File: config.mk
export PLATFORM = sky130hd
export DESIGN_NAME = bsq_burst_sequencer
export DESIGN_NICKNAME = d
export VERILOG_FILES = /design/src/bsq_regfile.v /design/src/bsq_burst_sequencer.v
export VERILOG_INCLUDE_DIRS = /design/src
export SDC_FILE = /design/constraint.sdc
export NUM_CORES = 1
export LEC_CHECK = 0
export BUFFER_PORTS_ARGS = -buffer_cell sky130_fd_sc_hd__clkbuf_2
export CAP_MARGIN = 20
export CORE_ASPECT_RATIO = 1.4
export CORE_MARGIN = 1
export CORE_UTILIZATION = 40
export CTS_CLUSTER_SIZE = 25
export DETAILED_ROUTE_END_ITERATION = 16
export GPL_ROUTABILITY_DRIVEN = 0
export GPL_TIMING_DRIVEN = 1
export PLACE_DENSITY = 0.58
export SLEW_MARGIN = 20
export SYNTH_ARGS = -nofsm -noshare
export SYNTH_HDL_FRONTEND = slang
export SYNTH_SLANG_ARGS = --single-unit
File: constraint.sdc
create_clock -name aclk -period 11.1 [get_ports aclk]
set_input_delay 1.665 -clock aclk [delete_from_list [all_inputs] [get_ports aclk]]
set_output_delay 1.665 -clock aclk [all_outputs]
set_load 0.02 [all_outputs]
File: src/bsq_consts.vh
// Contract
// - Counted mode emits exactly the set number of whole carrier cycles per trigger.
// - Gated mode passes carrier only while the gate is active.
// - Gate polarity bit picks active high or active low gate level.
// - Internal source: period timer expiry starts each repeating burst.
// - External source: one burst per qualifying edge supplied by outside party.
// - External source: edge bit selects rising or falling trigger edge.
// - External gate: sampled level of external input decides carrier output.
// - Manual source: one burst per manual trigger command.
// - Every burst starts the carrier at the programmed start phase; gated mode does not reload the phase, it runs free.
// - Burst period applies only to internal source, sets timer period.
// - Cycle count applies only in counted mode, sets cycles per burst.
// - Infinite count outputs carrier continuously after first accepted trigger.
// - Internal or manual: burst start delayed by trigger delay, never below minimum.
// - Internal or manual: trigger output rising, falling aligned, or off.
`ifndef BSQ_CONSTS_VH
`define BSQ_CONSTS_VH

// ==========================================================================
// Register offsets
// ==========================================================================
`define BSQ_REG_CTRL      4'h0
`define BSQ_REG_CYCLES    4'h1
`define BSQ_REG_PERIOD    4'h2
`define BSQ_REG_DELAY     4'h3
`define BSQ_REG_PHASE     4'h4
`define BSQ_REG_FREQ      4'h5
`define BSQ_REG_STATUS    4'h6
`define BSQ_REG_MANUAL    4'h7
`define BSQ_REG_COUNT     8

// ==========================================================================
// Control field positions
// ==========================================================================
`define BSQ_CTRL_GATED    0
`define BSQ_CTRL_SRC_LO   1
`define BSQ_CTRL_SRC_HI   2
`define BSQ_CTRL_POL_NEG  3
`define BSQ_CTRL_FALLING  4
`define BSQ_CTRL_TOUT_LO  5
`define BSQ_CTRL_TOUT_HI  6
`define BSQ_CTRL_INFINITE 7
`define BSQ_CTRL_ENABLE   8
`define BSQ_CTRL_WIDTH    9

// Source and trigger-output encodings
`define BSQ_SRC_INTERNAL  2'h0
`define BSQ_SRC_EXTERNAL  2'h1
`define BSQ_SRC_MANUAL    2'h2
`define BSQ_TOUT_OFF      2'h0
`define BSQ_TOUT_RISE     2'h1
`define BSQ_TOUT_FALL     2'h2

// ==========================================================================
// Reset values
// ==========================================================================
`define BSQ_RST_CTRL      9'h000
`define BSQ_RST_CYCLES    32'h0000_0001
`define BSQ_RST_PERIOD    32'h000f_4240
`define BSQ_RST_DELAY     32'h0000_0000
`define BSQ_RST_PHASE     32'h0000_0000
`define BSQ_RST_FREQ      32'h0001_0000

// ==========================================================================
// Timing
// ==========================================================================
`define BSQ_CLK_NS        10
`define BSQ_MIN_DELAY_NS  20
`define BSQ_MIN_DELAY_CYC ((`BSQ_MIN_DELAY_NS + `BSQ_CLK_NS - 1) / `BSQ_CLK_NS)
`define BSQ_TOUT_NS       100
`define BSQ_TOUT_CYC      (`BSQ_TOUT_NS / `BSQ_CLK_NS)

`endif

File: src/bsq_regfile.v
`timescale 1ns/1ps
`include "bsq_consts.vh"

// Small register memory with registered read data
module bsq_regfile (
    // Clock and reset
    input  wire        aclk,
    input  wire        aresetn,
    // Write port
    input  wire        wr_en,
    input  wire [2:0]  wr_idx,
    input  wire [31:0] wr_data,
    input  wire [3:0]  wr_strb,
    // Read port
    input  wire [2:0]  rd_idx,
    output reg  [31:0] rd_data,
    // Flat view of all words
    output wire [255:0] words
);

    reg [31:0] mem [0:7];
    genvar g;

    // ======================================================================
    // Storage with byte strobes
    // ======================================================================
    generate
        for (g = 0; g < 8; g = g + 1) begin : g_word
            assign words[g*32 +: 32] = mem[g];
            always @(posedge aclk) begin
                if (!aresetn) begin
                    case (g)
                        1:       mem[g] <= `BSQ_RST_CYCLES;
                        2:       mem[g] <= `BSQ_RST_PERIOD;
                        5:       mem[g] <= `BSQ_RST_FREQ;
                        default: mem[g] <= 32'h0000_0000;
                    endcase
                end else if (wr_en && wr_idx == g) begin
                    if (wr_strb[0]) mem[g][7:0]   <= wr_data[7:0];
                    if (wr_strb[1]) mem[g][15:8]  <= wr_data[15:8];
                    if (wr_strb[2]) mem[g][23:16] <= wr_data[23:16];
                    if (wr_strb[3]) mem[g][31:24] <= wr_data[31:24];
                end
            end
        end
    endgenerate

    // Registered read
    always @(posedge aclk) begin
        if (!aresetn)
            rd_data <= 32'h0000_0000;
        else
            rd_data <= mem[rd_idx];
    end

endmodule // bsq_regfile

File: src/bsq_burst_sequencer.v
// The address map and the AXI4-Lite register port are this design's own decisions.
`timescale 1ns/1ps
`include "bsq_consts.vh"

// Burst sequencer with AXI4-Lite register access
module bsq_burst_sequencer (
    // Clock and reset
    input  wire        aclk,
    input  wire        aresetn,
    // AXI4-Lite write address
    input  wire        s_axi_awvalid,
    output reg         s_axi_awready,
    input  wire [5:0]  s_axi_awaddr,
    // AXI4-Lite write data
    input  wire        s_axi_wvalid,
    output reg         s_axi_wready,
    input  wire [31:0] s_axi_wdata,
    input  wire [3:0]  s_axi_wstrb,
    // AXI4-Lite write response
    output reg         s_axi_bvalid,
    input  wire        s_axi_bready,
    output reg  [1:0]  s_axi_bresp,
    // AXI4-Lite read address
    input  wire        s_axi_arvalid,
    output reg         s_axi_arready,
    input  wire [5:0]  s_axi_araddr,
    // AXI4-Lite read data
    output reg         s_axi_rvalid,
    input  wire        s_axi_rready,
    output reg  [31:0] s_axi_rdata,
    output reg  [1:0]  s_axi_rresp,
    // External trigger or gate pin
    input  wire        ext_trig_in,
    // Burst outputs
    output reg         carrier_en,
    output reg  [31:0] carrier_phase,
    output reg         trig_out
);

    // ======================================================================
    // State codes
    // ======================================================================
    localparam [1:0] ST_IDLE  = 2'h0;
    localparam [1:0] ST_DELAY = 2'h1;
    localparam [1:0] ST_RUN   = 2'h2;
    localparam [1:0] ST_INF   = 2'h3;
    localparam [31:0] MIN_DLY = `BSQ_MIN_DELAY_CYC;
    localparam [7:0]  TOUT_LEN = `BSQ_TOUT_CYC;

    // Word index decode, shared by both address channels
    function [3:0] reg_index;
        input [5:0] addr;
        begin
            reg_index = {1'b0, addr[4:2]};
            if (addr[5] || addr[1:0] != 2'h0)
                reg_index = 4'hf;
        end
    endfunction

    // ======================================================================
    // Declarations
    // ======================================================================
    reg         aw_held;
    reg  [5:0]  aw_addr;
    reg         w_held;
    reg  [31:0] w_data;
    reg  [3:0]  w_strb;
    reg         rd_pend;
    reg         rd_err;
    reg         rd_stat;
    reg  [1:0]  state;
    reg  [31:0] delay_cnt;
    reg  [31:0] cycle_cnt;
    reg  [31:0] period_cnt;
    reg  [31:0] phase_acc;
    reg  [7:0]  tout_cnt;
    reg         manual_req;
    reg  [31:0] bursts_done;
    reg         ext_meta;
    reg         ext_sync;
    reg         ext_prev;
    wire [255:0] words;
    wire [31:0] rf_rdata;
    wire        do_write;
    wire [3:0]  w_idx;
    wire [3:0]  r_idx;
    wire        wr_regs;
    wire [31:0] ctrl;
    wire [31:0] cycles_set;
    wire [31:0] period_set;
    wire [31:0] delay_set;
    wire [31:0] phase_set;
    wire [31:0] freq_set;
    wire [1:0]  src;
    wire [1:0]  tout_mode;
    wire        gated;
    wire        enable;
    wire        infinite;
    wire        gate_active;
    wire        ext_edge;
    wire        timer_fire;
    wire        trig;
    wire [31:0] delay_eff;
    wire [32:0] phase_sum;
    wire        wrap;
    wire [31:0] status_word;

    // ======================================================================
    // AXI4-Lite write channel
    // ======================================================================
    assign do_write = aw_held && w_held && !s_axi_bvalid;
    assign w_idx    = reg_index(aw_addr);
    assign wr_regs  = do_write && (w_idx < 4'h6);

    // Address and data taken in either order, response after both
    always @(posedge aclk) begin
        if (!aresetn) begin
            s_axi_awready <= 1'b1;
            s_axi_wready  <= 1'b1;
            s_axi_bvalid  <= 1'b0;
            s_axi_bresp   <= 2'h0;
            aw_held       <= 1'b0;
            w_held        <= 1'b0;
            aw_addr       <= 6'h00;
            w_data        <= 32'h0000_0000;
            w_strb        <= 4'h0;
        end else begin
            if (s_axi_awvalid && s_axi_awready) begin
                aw_held       <= 1'b1;
                aw_addr       <= s_axi_awaddr;
                s_axi_awready <= 1'b0;
            end
            if (s_axi_wvalid && s_axi_wready) begin
                w_held       <= 1'b1;
                w_data       <= s_axi_wdata;
                w_strb       <= s_axi_wstrb;
                s_axi_wready <= 1'b0;
            end
            if (do_write) begin
                s_axi_bvalid <= 1'b1;
                s_axi_bresp  <= (w_idx > 4'h7) ? 2'h2 : 2'h0;
                aw_held      <= 1'b0;
                w_held       <= 1'b0;
            end
            if (s_axi_bvalid && s_axi_bready) begin
                s_axi_bvalid  <= 1'b0;
                s_axi_awready <= 1'b1;
                s_axi_wready  <= 1'b1;
            end
        end
    end

    // ======================================================================
    // AXI4-Lite read channel
    // ======================================================================
    assign r_idx = reg_index(s_axi_araddr);
    assign status_word = {27'h0, ext_sync, gate_active, carrier_en, state};

    // Two-cycle read: memory read register, then data out
    always @(posedge aclk) begin
        if (!aresetn) begin
            s_axi_arready <= 1'b1;
            s_axi_rvalid  <= 1'b0;
            s_axi_rdata   <= 32'h0000_0000;
            s_axi_rresp   <= 2'h0;
            rd_pend       <= 1'b0;
            rd_err        <= 1'b0;
            rd_stat       <= 1'b0;
        end else begin
            if (s_axi_arvalid && s_axi_arready) begin
                s_axi_arready <= 1'b0;
                rd_pend       <= 1'b1;
                rd_err        <= (r_idx > 4'h7);
                rd_stat       <= (r_idx == 4'h6) || (r_idx == 4'h7);
            end
            if (rd_pend) begin
                rd_pend      <= 1'b0;
                s_axi_rvalid <= 1'b1;
                s_axi_rresp  <= rd_err ? 2'h2 : 2'h0;
                if (rd_err)
                    s_axi_rdata <= 32'h0000_0000;
                else if (rd_stat)
                    s_axi_rdata <= status_word | {bursts_done[15:0], 16'h0};
                else
                    s_axi_rdata <= rf_rdata;
            end
            if (s_axi_rvalid && s_axi_rready) begin
                s_axi_rvalid  <= 1'b0;
                s_axi_arready <= 1'b1;
            end
        end
    end

    // Register storage
    bsq_regfile u_regs (
        .aclk    (aclk),
        .aresetn (aresetn),
        .wr_en   (wr_regs),
        .wr_idx  (w_idx[2:0]),
        .wr_data (w_data),
        .wr_strb (w_strb),
        .rd_idx  (r_idx[2:0]),
        .rd_data (rf_rdata),
        .words   (words)
    );

    // ======================================================================
    // Configuration fields
    // ======================================================================
    assign ctrl       = words[`BSQ_REG_CTRL*32 +: 32];
    assign cycles_set = words[`BSQ_REG_CYCLES*32 +: 32];
    assign period_set = words[`BSQ_REG_PERIOD*32 +: 32];
    assign delay_set  = words[`BSQ_REG_DELAY*32 +: 32];
    assign phase_set  = words[`BSQ_REG_PHASE*32 +: 32];
    assign freq_set   = words[`BSQ_REG_FREQ*32 +: 32];
    assign gated      = ctrl[`BSQ_CTRL_GATED];
    assign src        = ctrl[`BSQ_CTRL_SRC_HI:`BSQ_CTRL_SRC_LO];
    assign tout_mode  = ctrl[`BSQ_CTRL_TOUT_HI:`BSQ_CTRL_TOUT_LO];
    assign infinite   = ctrl[`BSQ_CTRL_INFINITE];
    assign enable     = ctrl[`BSQ_CTRL_ENABLE];

    // Manual command: one-cycle request, lost if the sequencer is busy
    always @(posedge aclk) begin
        if (!aresetn)
            manual_req <= 1'b0;
        else if (do_write && w_idx == `BSQ_REG_MANUAL && w_strb[0] && w_data[0])
            manual_req <= 1'b1;
        else
            manual_req <= 1'b0; // one burst per command, none queued
    end

    // ======================================================================
    // External input sync and edge detect
    // ======================================================================
    always @(posedge aclk) begin
        if (!aresetn) begin
            ext_meta <= 1'b0;
            ext_sync <= 1'b0;
            ext_prev <= 1'b0;
        end else begin
            ext_meta <= ext_trig_in;
            ext_sync <= ext_meta;
            ext_prev <= ext_sync;
        end
    end

    // Edge choice for external trigger
    assign ext_edge = ctrl[`BSQ_CTRL_FALLING] ? (ext_prev && !ext_sync)
                                              : (!ext_prev && ext_sync);
    // Gate level with polarity
    assign gate_active = ctrl[`BSQ_CTRL_POL_NEG] ? !ext_sync : ext_sync;

    // ======================================================================
    // Internal period timer
    // ======================================================================
    assign timer_fire = (period_cnt == 32'h0000_0000);

    // Counts down the burst period, only with internal source
    always @(posedge aclk) begin
        if (!aresetn)
            period_cnt <= `BSQ_RST_PERIOD;
        else if (!enable || gated || src != `BSQ_SRC_INTERNAL)
            period_cnt <= (period_set == 32'h0) ? 32'h0 : period_set - 32'h1;
        else if (timer_fire)
            period_cnt <= (period_set == 32'h0) ? 32'h0 : period_set - 32'h1;
        else
            period_cnt <= period_cnt - 32'h1;
    end

    // Selected trigger event
    assign trig = enable && !gated &&
                  ((src == `BSQ_SRC_INTERNAL && timer_fire) ||
                   (src == `BSQ_SRC_EXTERNAL && ext_edge) ||
                   (src == `BSQ_SRC_MANUAL && manual_req));

    // Delay clamped to hardware minimum, external starts at once
    assign delay_eff = (src == `BSQ_SRC_EXTERNAL) ? 32'h1 :
                       (delay_set < MIN_DLY) ? MIN_DLY : delay_set;

    // ======================================================================
    // Carrier phase accumulator
    // ======================================================================
    assign phase_sum = {1'b0, phase_acc} + {1'b0, freq_set};
    // Cycle ends when the step crosses the start phase, modulo the wrap
    assign wrap = phase_sum[32] ?
                  (phase_acc < phase_set || phase_sum[31:0] >= phase_set) :
                  (phase_acc < phase_set && phase_sum[31:0] >= phase_set);

    // Free-running, reloaded to start phase at each burst start
    always @(posedge aclk) begin
        if (!aresetn)
            phase_acc <= 32'h0000_0000;
        else if (state == ST_DELAY && delay_cnt == 32'h1)
            phase_acc <= phase_set;
        else
            phase_acc <= phase_sum[31:0];
    end

    // ======================================================================
    // Burst state machine
    // ======================================================================
    always @(posedge aclk) begin
        if (!aresetn) begin
            state       <= ST_IDLE;
            delay_cnt   <= 32'h0000_0000;
            cycle_cnt   <= 32'h0000_0000;
            bursts_done <= 32'h0000_0000;
        end else if (!enable || gated) begin
            state <= ST_IDLE;
        end else begin
            case (state)
                ST_IDLE: begin
                    if (trig) begin
                        state     <= ST_DELAY;
                        delay_cnt <= delay_eff;
                    end
                end
                ST_DELAY: begin
                    if (delay_cnt == 32'h1) begin
                        cycle_cnt <= cycles_set;
                        state     <= infinite ? ST_INF : ST_RUN;
                    end else begin
                        delay_cnt <= delay_cnt - 32'h1;
                    end
                end
                ST_RUN: begin
                    // Whole cycles counted by phase wrap past start
                    if (wrap) begin
                        if (cycle_cnt <= 32'h1) begin
                            state       <= ST_IDLE;
                            bursts_done <= bursts_done + 32'h1;
                        end else begin
                            cycle_cnt <= cycle_cnt - 32'h1;
                        end
                    end
                    // New triggers are not looked at here
                end
                ST_INF: state <= ST_INF; // runs until disabled or gated
                default: state <= ST_IDLE;
            endcase
        end
    end

    // ======================================================================
    // Outputs
    // ======================================================================
    always @(posedge aclk) begin
        if (!aresetn) begin
            carrier_en    <= 1'b0;
            carrier_phase <= 32'h0000_0000;
            trig_out      <= 1'b0;
            tout_cnt      <= 8'h00;
        end else begin
            carrier_phase <= phase_acc;
            if (gated)
                carrier_en <= enable && gate_active;
            else
                carrier_en <= enable
                              && (state == ST_RUN || state == ST_INF);
            // Pulse aligned to burst start, internal or manual only
            if (state == ST_DELAY && delay_cnt == 32'h1 && enable && !gated
                && src != `BSQ_SRC_EXTERNAL && tout_mode != `BSQ_TOUT_OFF)
                tout_cnt <= TOUT_LEN;
            else if (tout_cnt != 8'h00)
                tout_cnt <= tout_cnt - 8'h01;
            if (tout_mode == `BSQ_TOUT_RISE)
                trig_out <= (next_tout_active(tout_cnt, state, delay_cnt));
            else if (tout_mode == `BSQ_TOUT_FALL)
                trig_out <= !(next_tout_active(tout_cnt, state, delay_cnt));
            else
                trig_out <= 1'b0;
        end
    end

    // Pulse window: start edge at burst start, then counter
    function next_tout_active;
        input [7:0]  cnt;
        input [1:0]  st;
        input [31:0] dly;
        begin
            next_tout_active = (cnt > 8'h01) || (st == ST_DELAY && dly == 32'h1
                               && src != `BSQ_SRC_EXTERNAL);
        end
    endfunction

endmodule // bsq_burst_sequencer

After elaboration in Yosys (flattened, before gate mapping) --
Memories as Yosys holds them, arrays and structs flattened. A register that Yosys moved wholly into a read port is not among the register bits. Cells that the tools add are included.
Operators by class: $lt $le $gt $ge 8, mux-type cells 168, equality and inequality tests 25, reduce and logical (&&, ||, !) cells 75, $add $sub $neg 7, bitwise operators 35
Operators by type and width (number):
- $mux W32 | 13
- $mux W8 | 32
- $pmux W32 S2 | 2
- $sub A32 B1 Y32 const B | 4
- $mux W1 | 110
- $logic_not A32 Y1 | 2
- $logic_and A1 B1 Y1 | 35
- $add A32 B32 Y33 | 1
- $add A32 B1 Y32 const B | 1
- $eq A32 B1 Y1 const B | 1
- $ge A32 B32 Y1 | 1
- $le A32 B1 Y1 const B | 1
- $lt A32 B2 Y1 const B | 1
- $lt A32 B32 Y1 | 1
- $or A1 B1 Y1 | 32
- $or A5 B32 Y32 | 1
- $mux W4 | 4
- $reduce_bool A2 Y1 | 7
- $eq A3 B3 Y1 const B | 4
- $eq A4 B3 Y1 const B | 3
- $mux W2 | 6
- $reduce_and A4 Y1 | 3
- $reduce_or A2 Y1 | 6
- $logic_or A1 B1 Y1 | 10
- 17 further kinds | 37
Word-level totals: input bits 56, memory bits (writable) 256, bits in registers 296, memories 1, output and inout bits 75
Memories:
- u_regs.mem | depth 8, bits a word 32, read ports 7, clocked after memory_dff 1, wr ports 8, line bsq_regfile.v:21 | reg [31:0] mem [0:7];

Depth between registers and ports, before layout --
depth in word-level cells 10, gate-level depth with buffers 22

Cells and area by module --
A second synthesis with hierarchy kept.
Second synthesis, totals: cells, all modules 2873, area, all modules 28432.3 sq um
Modules (own cells, without submodules):
- bsq_burst_sequencer | cells each 1977, area each 15662.5 sq um, instances 1
- bsq_regfile | cells each 896, area each 12769.7 sq um, instances 1

Least setup slack after synthesis --
Ideal clock, no wire load.
path kind register to register, start point memory u_regs.mem[5][3], end point register cycle_cnt[3], required time 10.970 ns, library setup time 0.130 ns, arrival 4.487 ns, slack 6.482 ns, buffers on the path 1, stages on the path, launching flop included 21, cells stage by stage edfxtp_1 -> ha_1 -> nand2_1 -> nor3b_1 -> o21ai_1 -> o311a_1 -> o2111ai_1 -> a31oi_1 -> o21ai_0 -> a21oi_1 -> xnor2_1 -> ha_1 -> a21o_1 -> a21o_1 -> a221oi_1 -> o21ai_0 -> a31o_2 -> maj3_2 -> o21ai_2 -> buf_2 -> o22ai_1
RTL lines:
- start: declaration | line bsq_regfile.v:21
- end signal: assignment | line bsq_burst_sequencer.v:320 | cycle_cnt <= cycles_set;
- end signal: assignment | line bsq_burst_sequencer.v:333 | cycle_cnt <= cycle_cnt - 32'h1;
- end: declaration | line bsq_burst_sequencer.v:73 | reg [31:0] cycle_cnt;

==> flow_metrics.tcl <==
set metrics [dict create \
    clock_skew_ns 0.0189 \
    wire_per_inst_um 22.7 \
    start_kind "flop" \
    first_pass_iters 8 \
    met3_length_mm 4.52 \
    hold_end "s_axi_rdata[13]$_SDFFE_PN0P_" \
    multi_input_area_um2 13400 \
    grt_overflow_total 0 \
    first_global_vias 21954 \
    cp_max_fo 16 \
    numCtsBuffers 56 \
    rrSetupSlack_ns 5.18 \
    synthSimpleGateAreaFrac_pct 19.3 \
    drv_cap 0 \
    layout_setup_ws_ns 5.18 \
    root_buffer "clkbuf_16" \
    crit_start "u_regs.mem[5][3]$_SDFFCE_PN0P_" \
    synth_fa_ha_area_share_pct 4.86 \
    top_layer "met5" \
    path_class "reg2reg" \
    met2_length_mm 44.1 \
    synth_area_um2 27900 \
    synth_async_sr_flop_share_pct 0 \
    wl_mm 89.0 \
    io_pins 131 \
    synthMuxAreaShare_pct 4.57 \
    die_area_um2 70900 \
    start_util_pct 40.4 \
    report.final.setup_viol 0 \
    track_usage_pct 25.1 \
    synthXorXnorAreaFrac_pct 3.55 \
    ys_types 99 \
    clkSinkCount 566 \
    hold_buffers 0 \
    wl_met1_mm 34.1 \
    r2r_cells 19 \
    min_from "u_regs.rd_data[13]$_SDFF_PN0_" \
    tightest_slew_ns 1.10 \
    nets 3098 \
    clk_latency_ns 0.64 \
    final_antenna_net_count 0 \
    utilization_pct 45.8 \
    yosysSeqAreaShare_pct 49.8 \
    dp_worst_setup_slack_ns 5.35 \
    die-height_um 315 \
    cts-htree-levels 2 \
    die_w_um 225 \
    final_hold_viol_count 0 \
    finalCriticalPeriod_ns 5.92 \
    fin_cells 3913 \
    synth_edf_count 256 \
    drive_above_1_share_pct 11.2 \
    drtIter0Drc 1844 \
    fillers 6579 \
    core.rowCount 114 \
    vias 22270 \
    min_path_type "reg2reg" \
    rr_startpoint "u_regs.mem[5][3]$_SDFFCE_PN0P_" \
    worstPathArrival_ns 6.41 \
    whs_path_depth 1 \
    p_leak_nw 12.0 \
    p_total_mw 5.48 \
    fin_area_um2 31600 \
    tns_ns 0 \
    grt_max_degree 66 \
    cp.required_ns 11.59 \
    dp.cells 3805 \
    regArea_um2 13900 \
    cts_resized 0 \
    period_share_pct 53.3 \
    io_buffers 128 \
    ir_drop_uv 136 \
    dp_hpwl_mm 66.4 \
    area_growth_pct 13.3 \
    reg2reg_to "cycle_cnt[31]$_SDFFE_PN0P_" \
    max_freq_mhz 169 \
    synth_top_family_by_area "simple AND/OR/NAND/NOR gates" \
    synth_compound_area_share_pct 14.8 \
    coreArea_um2 69000 \
    netlist_instances 2796 \
    postCtsSetupBuffers 0 \
    cts_tree "built" \
    clock_path_buffers 3 \
    grt_pass1_wl_mm 134 \
    power_density_nw_per_um2 173 \
    holdWs_ns 0.446 \
    viasPerCell 5.69 \
    endpoint_kind "flop" \
    status "complete, no violations" \
    antenna_found_initial 3 \
    place_area_um2 29600 \
    synth_seq_cells 566 \
    slew_headroom_pct 26.1 \
    drc 0 \
    rsz0062_at_grt "false" \
    avgSynthCellArea_um2 9.98 \
    maxSlewViolCount 0 \
    yosysWarnings 0 \
    cts.reportedPaths.clkPinSlew_ns 0.06 \
    synthFlopType "dfxtp_1" \
]
## placed cells by master (no fill, tap or decap), drive strengths merged, types with 70 or more instances in the layout
master / n
nand2: 281
nor2: 207
mux2i: 70
inv: 79
nor3: 72
o21ai: 144
and2: 230
clkbuf: 204
xnor2: 82
dfxtp: 310
edfxtp: 256
a21oi: 196
ha: 105
## where the power goes
part	leakage [nW]	switching, mW	internal, mW	total [mW]
logic	5.92	0.622	0.372	0.994
clock network	0.976	0.850	1.21	2.06
registers	5.10	0.121	2.31	2.43
total	12.0	1.59	3.89	5.48
## flip-flops by register name, summed over array words and instances (netlist names), 2 cells and up
| register | flops |
|---|---|
| aw_addr | 6 |
| bursts_done | 16 |
| carrier_phase | 32 |
| cycle_cnt | 32 |
| delay_cnt | 32 |
| period_cnt | 32 |
| phase_acc | 32 |
| s_axi_rdata | 32 |
| state | 2 |
| tout_cnt | 8 |
| u_regs.mem | 256 |
| u_regs.rd_data | 32 |
| w_data | 32 |
| w_strb | 4 |
## kinds of logic (layout without fill, tap and decap cells)
| group | after synthesis | after routing |
|---|---|---|
| simple gates | 1045 | 1045 |
| compound gates | 643 | 643 |
| flops | 566 | 566 |
| buf+inv | 217 | 340 |
| xor+xnor | 113 | 113 |
| fa+ha+maj | 108 | 108 |
| mux | 103 | 103 |
| other cells | 1 | 67 |
## critical path, stage by stage (launching register included)
cell	delay [ns]
edfxtp_1	0.43
ha_1	0.38
nand2_1	0.12
nor3b_1	0.29
o21ai_1	0.17
o311a_1	0.50
o2111ai_1	0.37
a31oi_1	0.21
o21ai_0	0.37
a21oi_1	0.15
xnor2_1	0.15
ha_1	0.30
a21o_1	0.18
a21o_1	0.17
a221oi_1	0.26
o21ai_0	0.17
a31o_2	0.25
maj3_2	0.47
o21ai_2	0.64
o21ai_0	0.19
## area by class of cell
class	count	share of cell area (%)
well taps	928	3.67
clock inverters	29	1.13
inverters	77	0.929
diodes	1	0.00791
repair buffers	157	2.71
multi-input cells	2078	42.5
flip-flops and latches	566	43.9
clock buffers	77	5.13
## how the worst max path moves through the flow
stage	endpoint
3_5_place_dp	cycle_cnt[31]$_SDFFE_PN0P_
2_1_floorplan	cycle_cnt[3]$_SDFFE_PN0P_
5_1_grt	cycle_cnt[4]$_SDFFE_PN0P_
3_3_place_gp	cycle_cnt[9]$_SDFFE_PN0P_
6_report	cycle_cnt[31]$_SDFFE_PN0P_
4_1_cts	cycle_cnt[31]$_SDFFE_PN0P_
## metal layers
metal / global-route usage (%) / vias to the layer above
li1: - / 10462
met1: 28.7 / 10806
met2: 44.0 / 762
met3: 3.39 / 238
met4: 16.0 / 2
met5: 0 / -
## synthesized netlist by cell type, drive strengths merged (15+ instances only)
master	instances	area, um^2
o21ai	144	728
ha	105	1310
nand2b	15	96.3
nand3	55	275
nor4	55	438
a21oi	196	988
mux4	18	405
nor2	207	777
inv	76	285
buf	29	166
mux2	15	169
o22ai	45	282
mux2i	70	701
xnor2	82	718
a22oi	20	150
a22o	18	158
xor2	31	272
and2	230	1440
a211oi	25	188
a21o	26	195
edfxtp	256	7690
nand2	281	1060
or3	26	168
nand4	32	221
clkbuf	111	417
nor3	72	377
dfxtp	310	6210
o211ai	26	195
Note: power is estimated with default switching activity, not from simulation.
